<file path="src/verilog/ptrd_pkg.sv">
// constants and types for the pulse train reference decoder
package ptrd_pkg;
    localparam int CLK_HZ            = 50_000_000;
    localparam int MS_NS             = 1_000_000;
    localparam int US_NS             = 1_000;
    localparam int CLK_NS            = 1_000_000_000 / CLK_HZ;
    localparam int MS_CYCLES         = MS_NS / CLK_NS;
    localparam int US_CYCLES         = US_NS / CLK_NS;
    localparam int GEN_FILT_MAX_MS   = 20;
    localparam int PROBE_FILT_MAX_US = 100;
    localparam int ENC_CH_KHZ        = 800;
    localparam int ENC_QUAD_KHZ      = 3200;
    // shortest gap between encoder edges, quadruple rate
    localparam int ENC_EDGE_CYCLES   = CLK_HZ / (ENC_QUAD_KHZ * 1000);
    localparam int POS_W             = 32;

    localparam logic [31:0] ADDR_CTRL     = 32'h0000_0000;
    localparam logic [31:0] ADDR_FILTER   = 32'h0000_0004;
    localparam logic [31:0] ADDR_POLARITY = 32'h0000_0008;
    localparam logic [31:0] ADDR_POSITION = 32'h0000_000c;
    localparam logic [31:0] ADDR_INPUTS   = 32'h0000_0010;
    localparam logic [31:0] ADDR_ENC_CMD  = 32'h0000_0014;
    localparam logic [31:0] ADDR_ENC_POS  = 32'h0000_0018;

    localparam int CTRL_FMT_LSB   = 0;
    localparam int CTRL_INV_BIT   = 2;
    localparam int CTRL_MODE_BIT  = 3;
    localparam int CTRL_CLR_BIT   = 4;
    localparam int FILT_GEN_LSB   = 0;
    localparam int FILT_PROBE_LSB = 8;

    localparam logic [1:0]  FMT_RESET  = 2'h0;
    localparam logic [4:0]  GEN_RESET  = 5'h00;
    localparam logic [6:0]  PRB_RESET  = 7'h00;
    localparam logic [7:0]  POL_RESET  = 8'h00;

    typedef enum logic [1:0] {
        PTRD_FMT_QUAD,
        PTRD_FMT_CWCCW,
        PTRD_FMT_PULSE_DIR,
        PTRD_FMT_RSVD
    } ptrd_fmt_t;
endpackage

</file>
<file path="src/verilog/ptrd_top.sv">
// pulse train reference decoder with input filters and simulated encoder
//
// Local design decisions: the address map and the Wishbone register port.
`timescale 1ns/10ps
`default_nettype none
module ptrd_top
    import ptrd_pkg::*;
#(
    parameter int GEN_UNIT_CYCLES   = MS_CYCLES,
    parameter int PROBE_UNIT_CYCLES = US_CYCLES
)(
    input  wire logic        clk_i,
    input  wire logic        rst_i,
    input  wire logic        wb_cyc_i,
    input  wire logic        wb_stb_i,
    input  wire logic        wb_we_i,
    input  wire logic [31:0] wb_adr_i,
    input  wire logic [3:0]  wb_sel_i,
    input  wire logic [31:0] wb_dat_i,
    output logic [31:0]      wb_dat_o,
    output logic             wb_ack_o,
    input  wire logic        fast_step_channel_i,
    input  wire logic        fast_direction_channel_i,
    input  wire logic [4:0]  general_inputs_one_to_five_i,
    input  wire logic        general_input_eight_i,
    input  wire logic        probe_input_a_i,
    input  wire logic        probe_input_b_i,
    output logic [7:0]       filtered_inputs_o,
    output logic [POS_W-1:0] reference_count_o,
    output logic             simulated_encoder_output_a_o,
    output logic             simulated_encoder_output_b_o
);
    ptrd_fmt_t         pulse_format_setting;
    logic              direction_invert_setting;
    logic              pulse_reference_mode;
    logic [4:0]        input_filter_time_setting;
    logic [6:0]        probe_filter_time_setting;
    logic [7:0]        input_polarity;
    logic [POS_W-1:0]  enc_target;
    logic [POS_W-1:0]  enc_pos;
    logic [1:0]        enc_phase;
    logic [$clog2(ENC_EDGE_CYCLES+1)-1:0] enc_gap;
    logic              clear_req;
    logic              bus_req;
    logic              bus_wr;
    logic [7:0]        raw_inputs;
    logic [7:0]        deb_inputs;
    logic              step_q;
    logic              dir_q;
    logic              step_prev;
    logic              dir_prev;
    logic              step_edge;
    logic              dir_edge;
    logic              count_up;
    logic              count_down;
    logic              next_up;
    logic              next_down;
    logic [4:0]        gen_steps;
    logic [6:0]        prb_steps;

    assign bus_req = wb_cyc_i && wb_stb_i && !wb_ack_o;
    assign bus_wr  = bus_req && wb_we_i;

    // single wait state acknowledge, dropped the cycle after
    always_ff @(posedge clk_i)
    begin
        if (rst_i)
            wb_ack_o <= 1'b0;
        else
            wb_ack_o <= bus_req;
    end

    // configuration registers, byte 0 lane used for control
    always_ff @(posedge clk_i)
    begin
        if (rst_i)
        begin
            pulse_format_setting      <= PTRD_FMT_QUAD;
            direction_invert_setting  <= 1'b0;
            pulse_reference_mode      <= 1'b0;
            input_filter_time_setting <= GEN_RESET;
            probe_filter_time_setting <= PRB_RESET;
            input_polarity            <= POL_RESET;
            enc_target                <= '0;
            clear_req                 <= 1'b0;
        end
        else
        begin
            clear_req <= 1'b0;
            if (bus_wr && wb_adr_i == ADDR_CTRL && wb_sel_i[0])
            begin
                pulse_format_setting     <= ptrd_fmt_t'(wb_dat_i[CTRL_FMT_LSB +: 2]);
                direction_invert_setting <= wb_dat_i[CTRL_INV_BIT];
                pulse_reference_mode     <= wb_dat_i[CTRL_MODE_BIT];
                clear_req                <= wb_dat_i[CTRL_CLR_BIT];
            end
            else if (bus_wr && wb_adr_i == ADDR_FILTER)
            begin
                if (wb_sel_i[0])
                    input_filter_time_setting <= wb_dat_i[FILT_GEN_LSB +: 5];
                if (wb_sel_i[1])
                    probe_filter_time_setting <= wb_dat_i[FILT_PROBE_LSB +: 7];
            end
            else if (bus_wr && wb_adr_i == ADDR_POLARITY && wb_sel_i[0])
            begin
                input_polarity <= wb_dat_i[7:0];
            end
            else if (bus_wr && wb_adr_i == ADDR_ENC_CMD)
            begin
                enc_target <= wb_dat_i;
            end
        end
    end

    // read mux; unmapped addresses read zero
    always_ff @(posedge clk_i)
    begin
        if (rst_i)
            wb_dat_o <= '0;
        else if (bus_req && !wb_we_i)
        begin
            if (wb_adr_i == ADDR_CTRL)
                wb_dat_o <= {28'h000_0000, pulse_reference_mode, direction_invert_setting,
                             pulse_format_setting};
            else if (wb_adr_i == ADDR_FILTER)
                wb_dat_o <= {17'h0_0000, probe_filter_time_setting, 3'h0, input_filter_time_setting};
            else if (wb_adr_i == ADDR_POLARITY)
                wb_dat_o <= {24'h00_0000, input_polarity};
            else if (wb_adr_i == ADDR_POSITION)
                wb_dat_o <= reference_count_o;
            else if (wb_adr_i == ADDR_INPUTS)
                wb_dat_o <= {24'h00_0000, filtered_inputs_o};
            else if (wb_adr_i == ADDR_ENC_CMD)
                wb_dat_o <= enc_target;
            else if (wb_adr_i == ADDR_ENC_POS)
                wb_dat_o <= enc_pos;
            else
                wb_dat_o <= '0;
        end
    end

    // bit order: 0..4 general one to five, 5 probe a, 6 probe b, 7 general eight
    assign raw_inputs = {general_input_eight_i, probe_input_b_i, probe_input_a_i,
                         general_inputs_one_to_five_i} ^ input_polarity;

    assign gen_steps = (input_filter_time_setting > 5'(GEN_FILT_MAX_MS))
                       ? 5'(GEN_FILT_MAX_MS) : input_filter_time_setting;
    assign prb_steps = (probe_filter_time_setting > 7'(PROBE_FILT_MAX_US))
                       ? 7'(PROBE_FILT_MAX_US) : probe_filter_time_setting;

    genvar gi;
    generate
        for (gi = 0; gi < 8; gi++)
        begin : g_filt
            if (gi == 5 || gi == 6)
            begin : g_probe
                // fast probe filter in microsecond units
                ptrd_debounce #(
                    .UNIT_CYCLES (PROBE_UNIT_CYCLES),
                    .STEP_W      (7)
                ) u_deb (
                    .clk_i   (clk_i),
                    .rst_i   (rst_i),
                    .raw_i   (raw_inputs[gi]),
                    .steps_i (prb_steps),
                    .level_o (deb_inputs[gi])
                );
            end
            else
            begin : g_gen
                ptrd_debounce #(
                    .UNIT_CYCLES (GEN_UNIT_CYCLES),
                    .STEP_W      (5)
                ) u_deb (
                    .clk_i   (clk_i),
                    .rst_i   (rst_i),
                    .raw_i   (raw_inputs[gi]),
                    .steps_i (gen_steps),
                    .level_o (deb_inputs[gi])
                );
            end
        end
    endgenerate

    assign filtered_inputs_o = deb_inputs;

    // pins are taken as synchronous; one register stage for edge history
    always_ff @(posedge clk_i)
    begin
        if (rst_i)
        begin
            step_q    <= 1'b0;
            dir_q     <= 1'b0;
            step_prev <= 1'b0;
            dir_prev  <= 1'b0;
        end
        else
        begin
            step_q    <= fast_step_channel_i;
            dir_q     <= fast_direction_channel_i;
            step_prev <= step_q;
            dir_prev  <= dir_q;
        end
    end

    assign step_edge = step_q ^ step_prev;
    assign dir_edge  = dir_q ^ dir_prev;

    // decode the three pulse formats into up and down counts; reserved gives none
    always_comb
    begin
        next_up   = 1'b0;
        next_down = 1'b0;
        case (pulse_format_setting)
            PTRD_FMT_QUAD:
            begin
                // 4x decode: a lagging step edge follows a leading direction edge
                if (step_edge && !dir_edge)
                begin
                    next_up   = (step_q == dir_q);
                    next_down = (step_q != dir_q);
                end
                else if (dir_edge && !step_edge)
                begin
                    next_up   = (step_q != dir_q);
                    next_down = (step_q == dir_q);
                end
            end
            PTRD_FMT_CWCCW:
            begin
                next_up   = step_q && !step_prev;
                next_down = dir_q && !dir_prev;
            end
            PTRD_FMT_PULSE_DIR:
            begin
                // direction level sampled with the rising step edge
                next_up   = step_q && !step_prev && !dir_q;
                next_down = step_q && !step_prev && dir_q;
            end
            default:
            begin
                next_up   = 1'b0;
                next_down = 1'b0;
            end
        endcase
    end

    // simultaneous up and down cancel; invert swaps the sense
    assign count_up   = pulse_reference_mode && (next_up && !next_down) != direction_invert_setting
                        && (next_up ^ next_down);
    assign count_down = pulse_reference_mode && (next_up ^ next_down) && !count_up;

    always_ff @(posedge clk_i)
    begin
        if (rst_i || clear_req)
            reference_count_o <= '0;
        else if (count_up)
            reference_count_o <= reference_count_o + 1'b1;
        else if (count_down)
            reference_count_o <= reference_count_o - 1'b1;
    end

    // simulated encoder: steps toward target, one edge per gap at most
    always_ff @(posedge clk_i)
    begin
        if (rst_i)
        begin
            enc_pos   <= '0;
            enc_phase <= 2'h0;
            enc_gap   <= '0;
        end
        else if (enc_gap != '0)
        begin
            enc_gap <= enc_gap - 1'b1;
        end
        else if (enc_pos != enc_target)
        begin
            enc_gap <= ($bits(enc_gap))'(ENC_EDGE_CYCLES - 1);
            if ($signed(enc_target - enc_pos) > 0)
            begin
                enc_pos   <= enc_pos + 1'b1;
                enc_phase <= enc_phase + 2'h1;
            end
            else
            begin
                enc_pos   <= enc_pos - 1'b1;
                enc_phase <= enc_phase - 2'h1;
            end
        end
    end

    // gray order of phase: each channel toggles every second edge
    always_ff @(posedge clk_i)
    begin
        if (rst_i)
        begin
            simulated_encoder_output_a_o <= 1'b0;
            simulated_encoder_output_b_o <= 1'b0;
        end
        else
        begin
            simulated_encoder_output_a_o <= enc_phase[1];
            simulated_encoder_output_b_o <= enc_phase[1] ^ enc_phase[0];
        end
    end
endmodule
`default_nettype wire

</file>
<file path="src/verilog/ptrd_debounce.sv">
// one debounced input with a run-time filter length
`timescale 1ns/10ps
`default_nettype none
module ptrd_debounce
    import ptrd_pkg::*;
#(
    parameter int UNIT_CYCLES = 50_000,
    parameter int STEP_W      = 7
)(
    input  wire logic              clk_i,
    input  wire logic              rst_i,
    input  wire logic              raw_i,
    input  wire logic [STEP_W-1:0] steps_i,
    output logic                   level_o
);
    logic [$clog2(UNIT_CYCLES+1)-1:0] unit_cnt;
    logic [STEP_W-1:0]                 step_cnt;

    // filter: input must stay different from output for steps_i whole units
    always_ff @(posedge clk_i)
    begin
        if (rst_i)
        begin
            unit_cnt <= '0;
            step_cnt <= '0;
            level_o  <= 1'b0;
        end
        else if (raw_i == level_o)
        begin
            unit_cnt <= '0;
            step_cnt <= '0;
        end
        else if (step_cnt >= steps_i)
        begin
            level_o  <= raw_i;
            unit_cnt <= '0;
            step_cnt <= '0;
        end
        else if (unit_cnt == ($bits(unit_cnt))'(UNIT_CYCLES - 1))
        begin
            unit_cnt <= '0;
            step_cnt <= step_cnt + 1'b1;
        end
        else
        begin
            unit_cnt <= unit_cnt + 1'b1;
        end
    end
endmodule
`default_nettype wire

</file>
<file path="config.mk">
export PLATFORM = sky130hd
export DESIGN_NAME = ptrd_top
export DESIGN_NICKNAME = d
export VERILOG_FILES = /design/src/verilog/ptrd_pkg.sv /design/src/verilog/ptrd_top.sv /design/src/verilog/ptrd_debounce.sv
export SDC_FILE = /design/constraint.sdc
export NUM_CORES = 1
export LEC_CHECK = 0
export BUFFER_PORTS_ARGS = -buffer_cell sky130_fd_sc_hd__buf_2
export CAP_MARGIN = 15
export CORE_AREA = 5 5 194 271
export DETAILED_ROUTE_END_ITERATION = 8
export DIE_AREA = 0 0 199 276
export PLACE_DENSITY_LB_ADDON = 0.3
export SLEW_MARGIN = 10
export SYNTH_ARGS = -nofsm -noshare
export SYNTH_HDL_FRONTEND = slang
export SYNTH_SLANG_ARGS = --single-unit
export TNS_END_PERCENT = 5
</file>
<file path="constraint.sdc">
create_clock -name clk_i -period 6.85 [get_ports clk_i]
set_input_delay 1.0275 -clock clk_i [delete_from_list [all_inputs] [get_ports clk_i]]
set_output_delay 1.0275 -clock clk_i [all_outputs]
set_load 0.01 [all_outputs]
</file>
==> out/qor.tcl <==
set qor(peakVddDrop_mv) 0.174
set qor(cts.repair.resized) 0
set qor(worstHoldPathCells) 1
set qor(netlist.area_leader.share_pct) 33.1
set qor(synth-seq-area-share_pct) 33.1
set qor(cp_slowest_stage_delay_ns) 0.44
set qor(cts_max_path_buffers) 3
set qor(cts_root_buffer) {sky130_fd_sc_hd__clkbuf_16}
set qor(htreeDepth) 2
set qor(seq_power_share_pct) 32.9
set qor(yosys.cell_types.count) 71
set qor(finalCoreUtilization_pct) 44.8
set qor(drv_slew) 0
set qor(place.port_buffers) 155
set qor(internal_power_w) 0.00403
set qor(power.leakage_nw) 9.08
set qor(critPathCaptureType) {flop}
set qor(worst_slew_margin_rel_pct) 32.0
set qor(rsz0062_at_grt) {false}
set qor(timing.max_cap.violations) 0
set qor(hold_path_startpoint) {g_filt[0].g_gen.u_deb.unit_cnt[0]}
set qor(fmax_ghz) 0.155
set qor(dp.final_hpwl_um) 42700
set qor(ys.warnings.count) 0
set qor(period_needed_ns) 6.47
set qor(drt_first_pass_iters) 6
set qor(async_flop_share_pct) 0
set qor(synth-edff-count) 0
set qor(post_route_cells_drive_above_1_share_pct) 10.6
set qor(switching_power_w) 0.00216
set qor(core.rowCount) 97
set qor(clock_power_share_pct) 32.3
set qor(minimum_setup_slack_in_the_final_design_ns) 0.379
set qor(timing.critical_path.arrival_ns) 6.90
set qor(hold_end) {g_filt[0].g_gen.u_deb.unit_cnt[0]}
set qor(pwr-share-comb_pct) 34.8
set qor(worst_setup_path_start_kind) {flop}
set qor(via_count) 17700
set qor(outcome) {completed}
set qor(cts_tree) {built}
set qor(final.hold.worst_slack_ns) 0.439
set qor(ys_dominant_reg_cell) {sky130_fd_sc_hd__dfxtp_1}
set qor(io-pin-count) 158
set qor(core-area_um2) 49800
set qor(area_delta_synth_final_pct) 13.1
set qor(die_height_um) 276
set qor(timing_worst_slew_pin_value_ns) 1.02
set qor(drc) 0
set qor(grt_antenna_before_repair) 3
set qor(detail-route-antenna-nets) 0
set qor(grt_first_pass_wirelength_um) 89100
set qor(setup-violations-final) 0
set qor(gp_congestion) 0.910
set qor(finish.net_count) 2840
set qor(cts_hold_repair.buffers) 0
set qor(clock-skew-final_ns) 0.0178
set qor(postSynthNetCount) 2736
set qor(sink_count_of_the_clock_tree) 326
set qor(cts_setup_buffers) 0
set qor(globalRouteTotalUtil_pct) 19.6
set qor(synth.area.top_cells) {sky130_fd_sc_hd__dfxtp_1 (33%), sky130_fd_sc_hd__ha_1 (10%), sky130_fd_sc_hd__nor2_1 (6.9%)}
set qor(vias_in_the_first_global_route) 17700
set qor(critPathSlowestCell) {sky130_fd_sc_hd__or3b_2}
set qor(power_density_nw_per_um2) 278
set qor(post-synth-top-area-cell) {sky130_fd_sc_hd__dfxtp_1}
set qor(synthCells) 2489
set qor(post_drt_via_cell_ratio) 5.42
set qor(timing.final.crit_share_pct) 94.5
set qor(setup_total_negative_slack_ns) 0
set qor(reg2reg_slack_ns) 0.38
set qor(clkLatencyLatePin_ns) 0.55
set qor(path_delay_family) {compound AO/OA/AOI/OAI gates}
set qor(synth.cell_area_um2) 19700
set qor(routed_wl_um) 55900
set qor(worst-setup-path-type) {reg2reg}
set qor(grt_start_max_net_pins) 85
set qor(gr-total-overflow) 0
set qor(critical_path_required_ns) 7.28
set qor(reg2reg_depth) 25
set qor(r2r_start) {enc_target[0]}
set qor(finalHoldViolations) 0
set qor(worst_r2r_dst) {enc_pos[30]}
set qor(inserted_clock_buffers) 37
set qor(post-place-ws_ns) 0.267
set qor(min_path_type) {reg2reg}
set qor(final.fill_count) 5054
set qor(clk_pin_slew_worst_paths_ns) 0.06
set qor(syn_area_per_cell_um2) 7.92
set qor(die_span_x_um) 199
set qor(die_area_um2) 54900
set qor(wl_per_cell_um) 17.1
set qor(postSynthRegisterBits) 326
set qor(sw_frac_of_total_pct) 34.9
set qor(crit_buf_inv) 1
set qor(cp_max_fo) 5
set qor(drt_iter0_drc) 805
set qor(initial_utilization_pct) 39.6
## kinds of logic (layout without fill, tap and decap cells)
logic type | Yosys count | after routing | synth area share, %
other | 0 | 3 | 0
AOI/OAI and AO/OA | 524 | 524 | 16.9
muxes | 46 | 46 | 2.35
DFF | 326 | 326 | 33.1
and+or+nand+nor | 1001 | 1001 | 23.3
xor gates and xnor gates | 213 | 213 | 9.47
buffers and inverters | 215 | 348 | 4.28
adders and majority gates | 164 | 164 | 10.5
## cell type report
class | count | area [um^2] | area share [%]
clock buffers | 50 | 1040 | 4.69
flip-flops and latches | 326 | 6530 | 29.3
repair buffers | 184 | 996 | 4.47
inverters | 96 | 360 | 1.62
diodes | 3 | 7.51 | 0.0337
multi-input cells | 1948 | 12400 | 55.4
well taps | 643 | 805 | 3.61
clock inverters | 18 | 188 | 0.842
## worst register-to-register path, cell delays in order (launching register included)
cell and delay, ns:
sky130_fd_sc_hd__dfxtp_1 0.36, sky130_fd_sc_hd__inv_1 0.08, sky130_fd_sc_hd__ha_1 0.21, sky130_fd_sc_hd__fa_1 0.41, sky130_fd_sc_hd__nand2b_1 0.19, sky130_fd_sc_hd__a211oi_2 0.29
sky130_fd_sc_hd__o21a_1 0.29, sky130_fd_sc_hd__o21bai_1 0.13, sky130_fd_sc_hd__and3_1 0.19, sky130_fd_sc_hd__a2111oi_0 0.38, sky130_fd_sc_hd__nand4_1 0.22, sky130_fd_sc_hd__nor4_1 0.32
sky130_fd_sc_hd__a21o_2 0.23, sky130_fd_sc_hd__ha_1 0.27, sky130_fd_sc_hd__nor2b_1 0.16, sky130_fd_sc_hd__o21a_1 0.19, sky130_fd_sc_hd__o21ai_0 0.25, sky130_fd_sc_hd__a21oi_1 0.12
sky130_fd_sc_hd__o31ai_1 0.42, sky130_fd_sc_hd__a31oi_1 0.15, sky130_fd_sc_hd__o21ai_0 0.30, sky130_fd_sc_hd__a211o_1 0.30, sky130_fd_sc_hd__a211oi_2 0.12, sky130_fd_sc_hd__nor3_1 0.25
sky130_fd_sc_hd__nor3_1 0.08, sky130_fd_sc_hd__or3b_2 0.44
## metal layers
metal | part of all wire, % | vias up | global-route usage (%)
met5 | 0.036 | - | 0
met4 | 3.5 | 2 | 6.98
met3 | 5.3 | 114 | 2.96
met2 | 50 | 407 | 35.9
met1 | 41 | 8335 | 22.8
li1 | - | 8868 | -
## how the worst max path moves through the flow
stage             startpoint                    end  slack, ns  cells past startpoint
2_1_floorplan         step_q  reference_count_o[31]       0.76                     23
3_3_place_gp   enc_target[0]            enc_pos[30]       0.19                     26
3_5_place_dp   enc_target[0]            enc_pos[30]       0.27                     26
4_1_cts        enc_target[0]            enc_pos[30]       0.19                     26
5_1_grt        enc_target[0]            enc_pos[31]       0.04                     26
6_report       enc_target[0]            enc_pos[30]       0.38                     25
## through the flow
| step | instances | area (um^2) | power [W] |
|---|---|---|---|
| 4_1_cts | 3265 | 22300 | 0.00623 |
| 3_3_place_gp | 3197 | 21000 | 0.00417 |
| 6_report | 3268 | 22300 | 0.00620 |
| 3_5_place_dp | 3197 | 21000 | 0.00420 |
| 5_1_grt | 3267 | 22300 | 0.00657 |
| 2_1_floorplan | 2489 | 19700 | 0.00369 |
## power by group through the flow
stage / Combinational, W / Sequential, W / Clock (W)
finish: 0.00216 / 0.00204 / 0.00200
global route: 0.00239 / 0.00205 / 0.00213
CTS: 0.00214 / 0.00204 / 0.00205
detailed placement: 0.00212 / 0.00208 / 0
global placement: 0.00209 / 0.00208 / 0
floorplan: 0.00163 / 0.00206 / 0
## Yosys cell counts (29+ instances only)
cell type / count
sky130_fd_sc_hd__and3_1: 39
sky130_fd_sc_hd__inv_1: 96
sky130_fd_sc_hd__o21ai_0: 92
sky130_fd_sc_hd__a21oi_1: 192
sky130_fd_sc_hd__xor2_1: 105
sky130_fd_sc_hd__a22oi_1: 39
sky130_fd_sc_hd__ha_1: 161
sky130_fd_sc_hd__nor3_1: 37
sky130_fd_sc_hd__dfxtp_1: 326
sky130_fd_sc_hd__clkbuf_1: 103
sky130_fd_sc_hd__a21o_1: 45
sky130_fd_sc_hd__nand4_1: 30
sky130_fd_sc_hd__a211oi_1: 29
sky130_fd_sc_hd__nand3_1: 82
sky130_fd_sc_hd__mux2i_1: 44
sky130_fd_sc_hd__nor2_1: 363
sky130_fd_sc_hd__xnor2_1: 108
sky130_fd_sc_hd__nand2_1: 273
sky130_fd_sc_hd__nor2b_1: 33
sky130_fd_sc_hd__nand2b_1: 41
## cell usage in the layout (no fill, tap or decap), drive strengths merged, types with 82 or more instances in the layout
| cell | n |
|---|---|
| o21ai | 93 |
| ha | 161 |
| nand2 | 273 |
| nor2 | 363 |
| a21oi | 192 |
| nand3 | 82 |
| buf | 184 |
| xor2 | 105 |
| xnor2 | 108 |
| dfxtp | 326 |
| inv | 99 |
## flip-flops by register name, summed over array words and instances (netlist names), 4 cells and up
name / flops
g_filt.g_probe.u_deb.step_cnt: 14
g_filt.g_gen.u_deb.level_o: 6
input_polarity: 8
input_filter_time_setting: 5
probe_filter_time_setting: 7
g_filt.g_gen.u_deb.step_cnt: 30
reference_count_o: 32
g_filt.g_gen.u_deb.unit_cnt: 96
enc_gap: 4
enc_target: 32
enc_pos: 32
wb_dat_o: 32
g_filt.g_probe.u_deb.unit_cnt: 12
(Power assumes the default switching activity.)
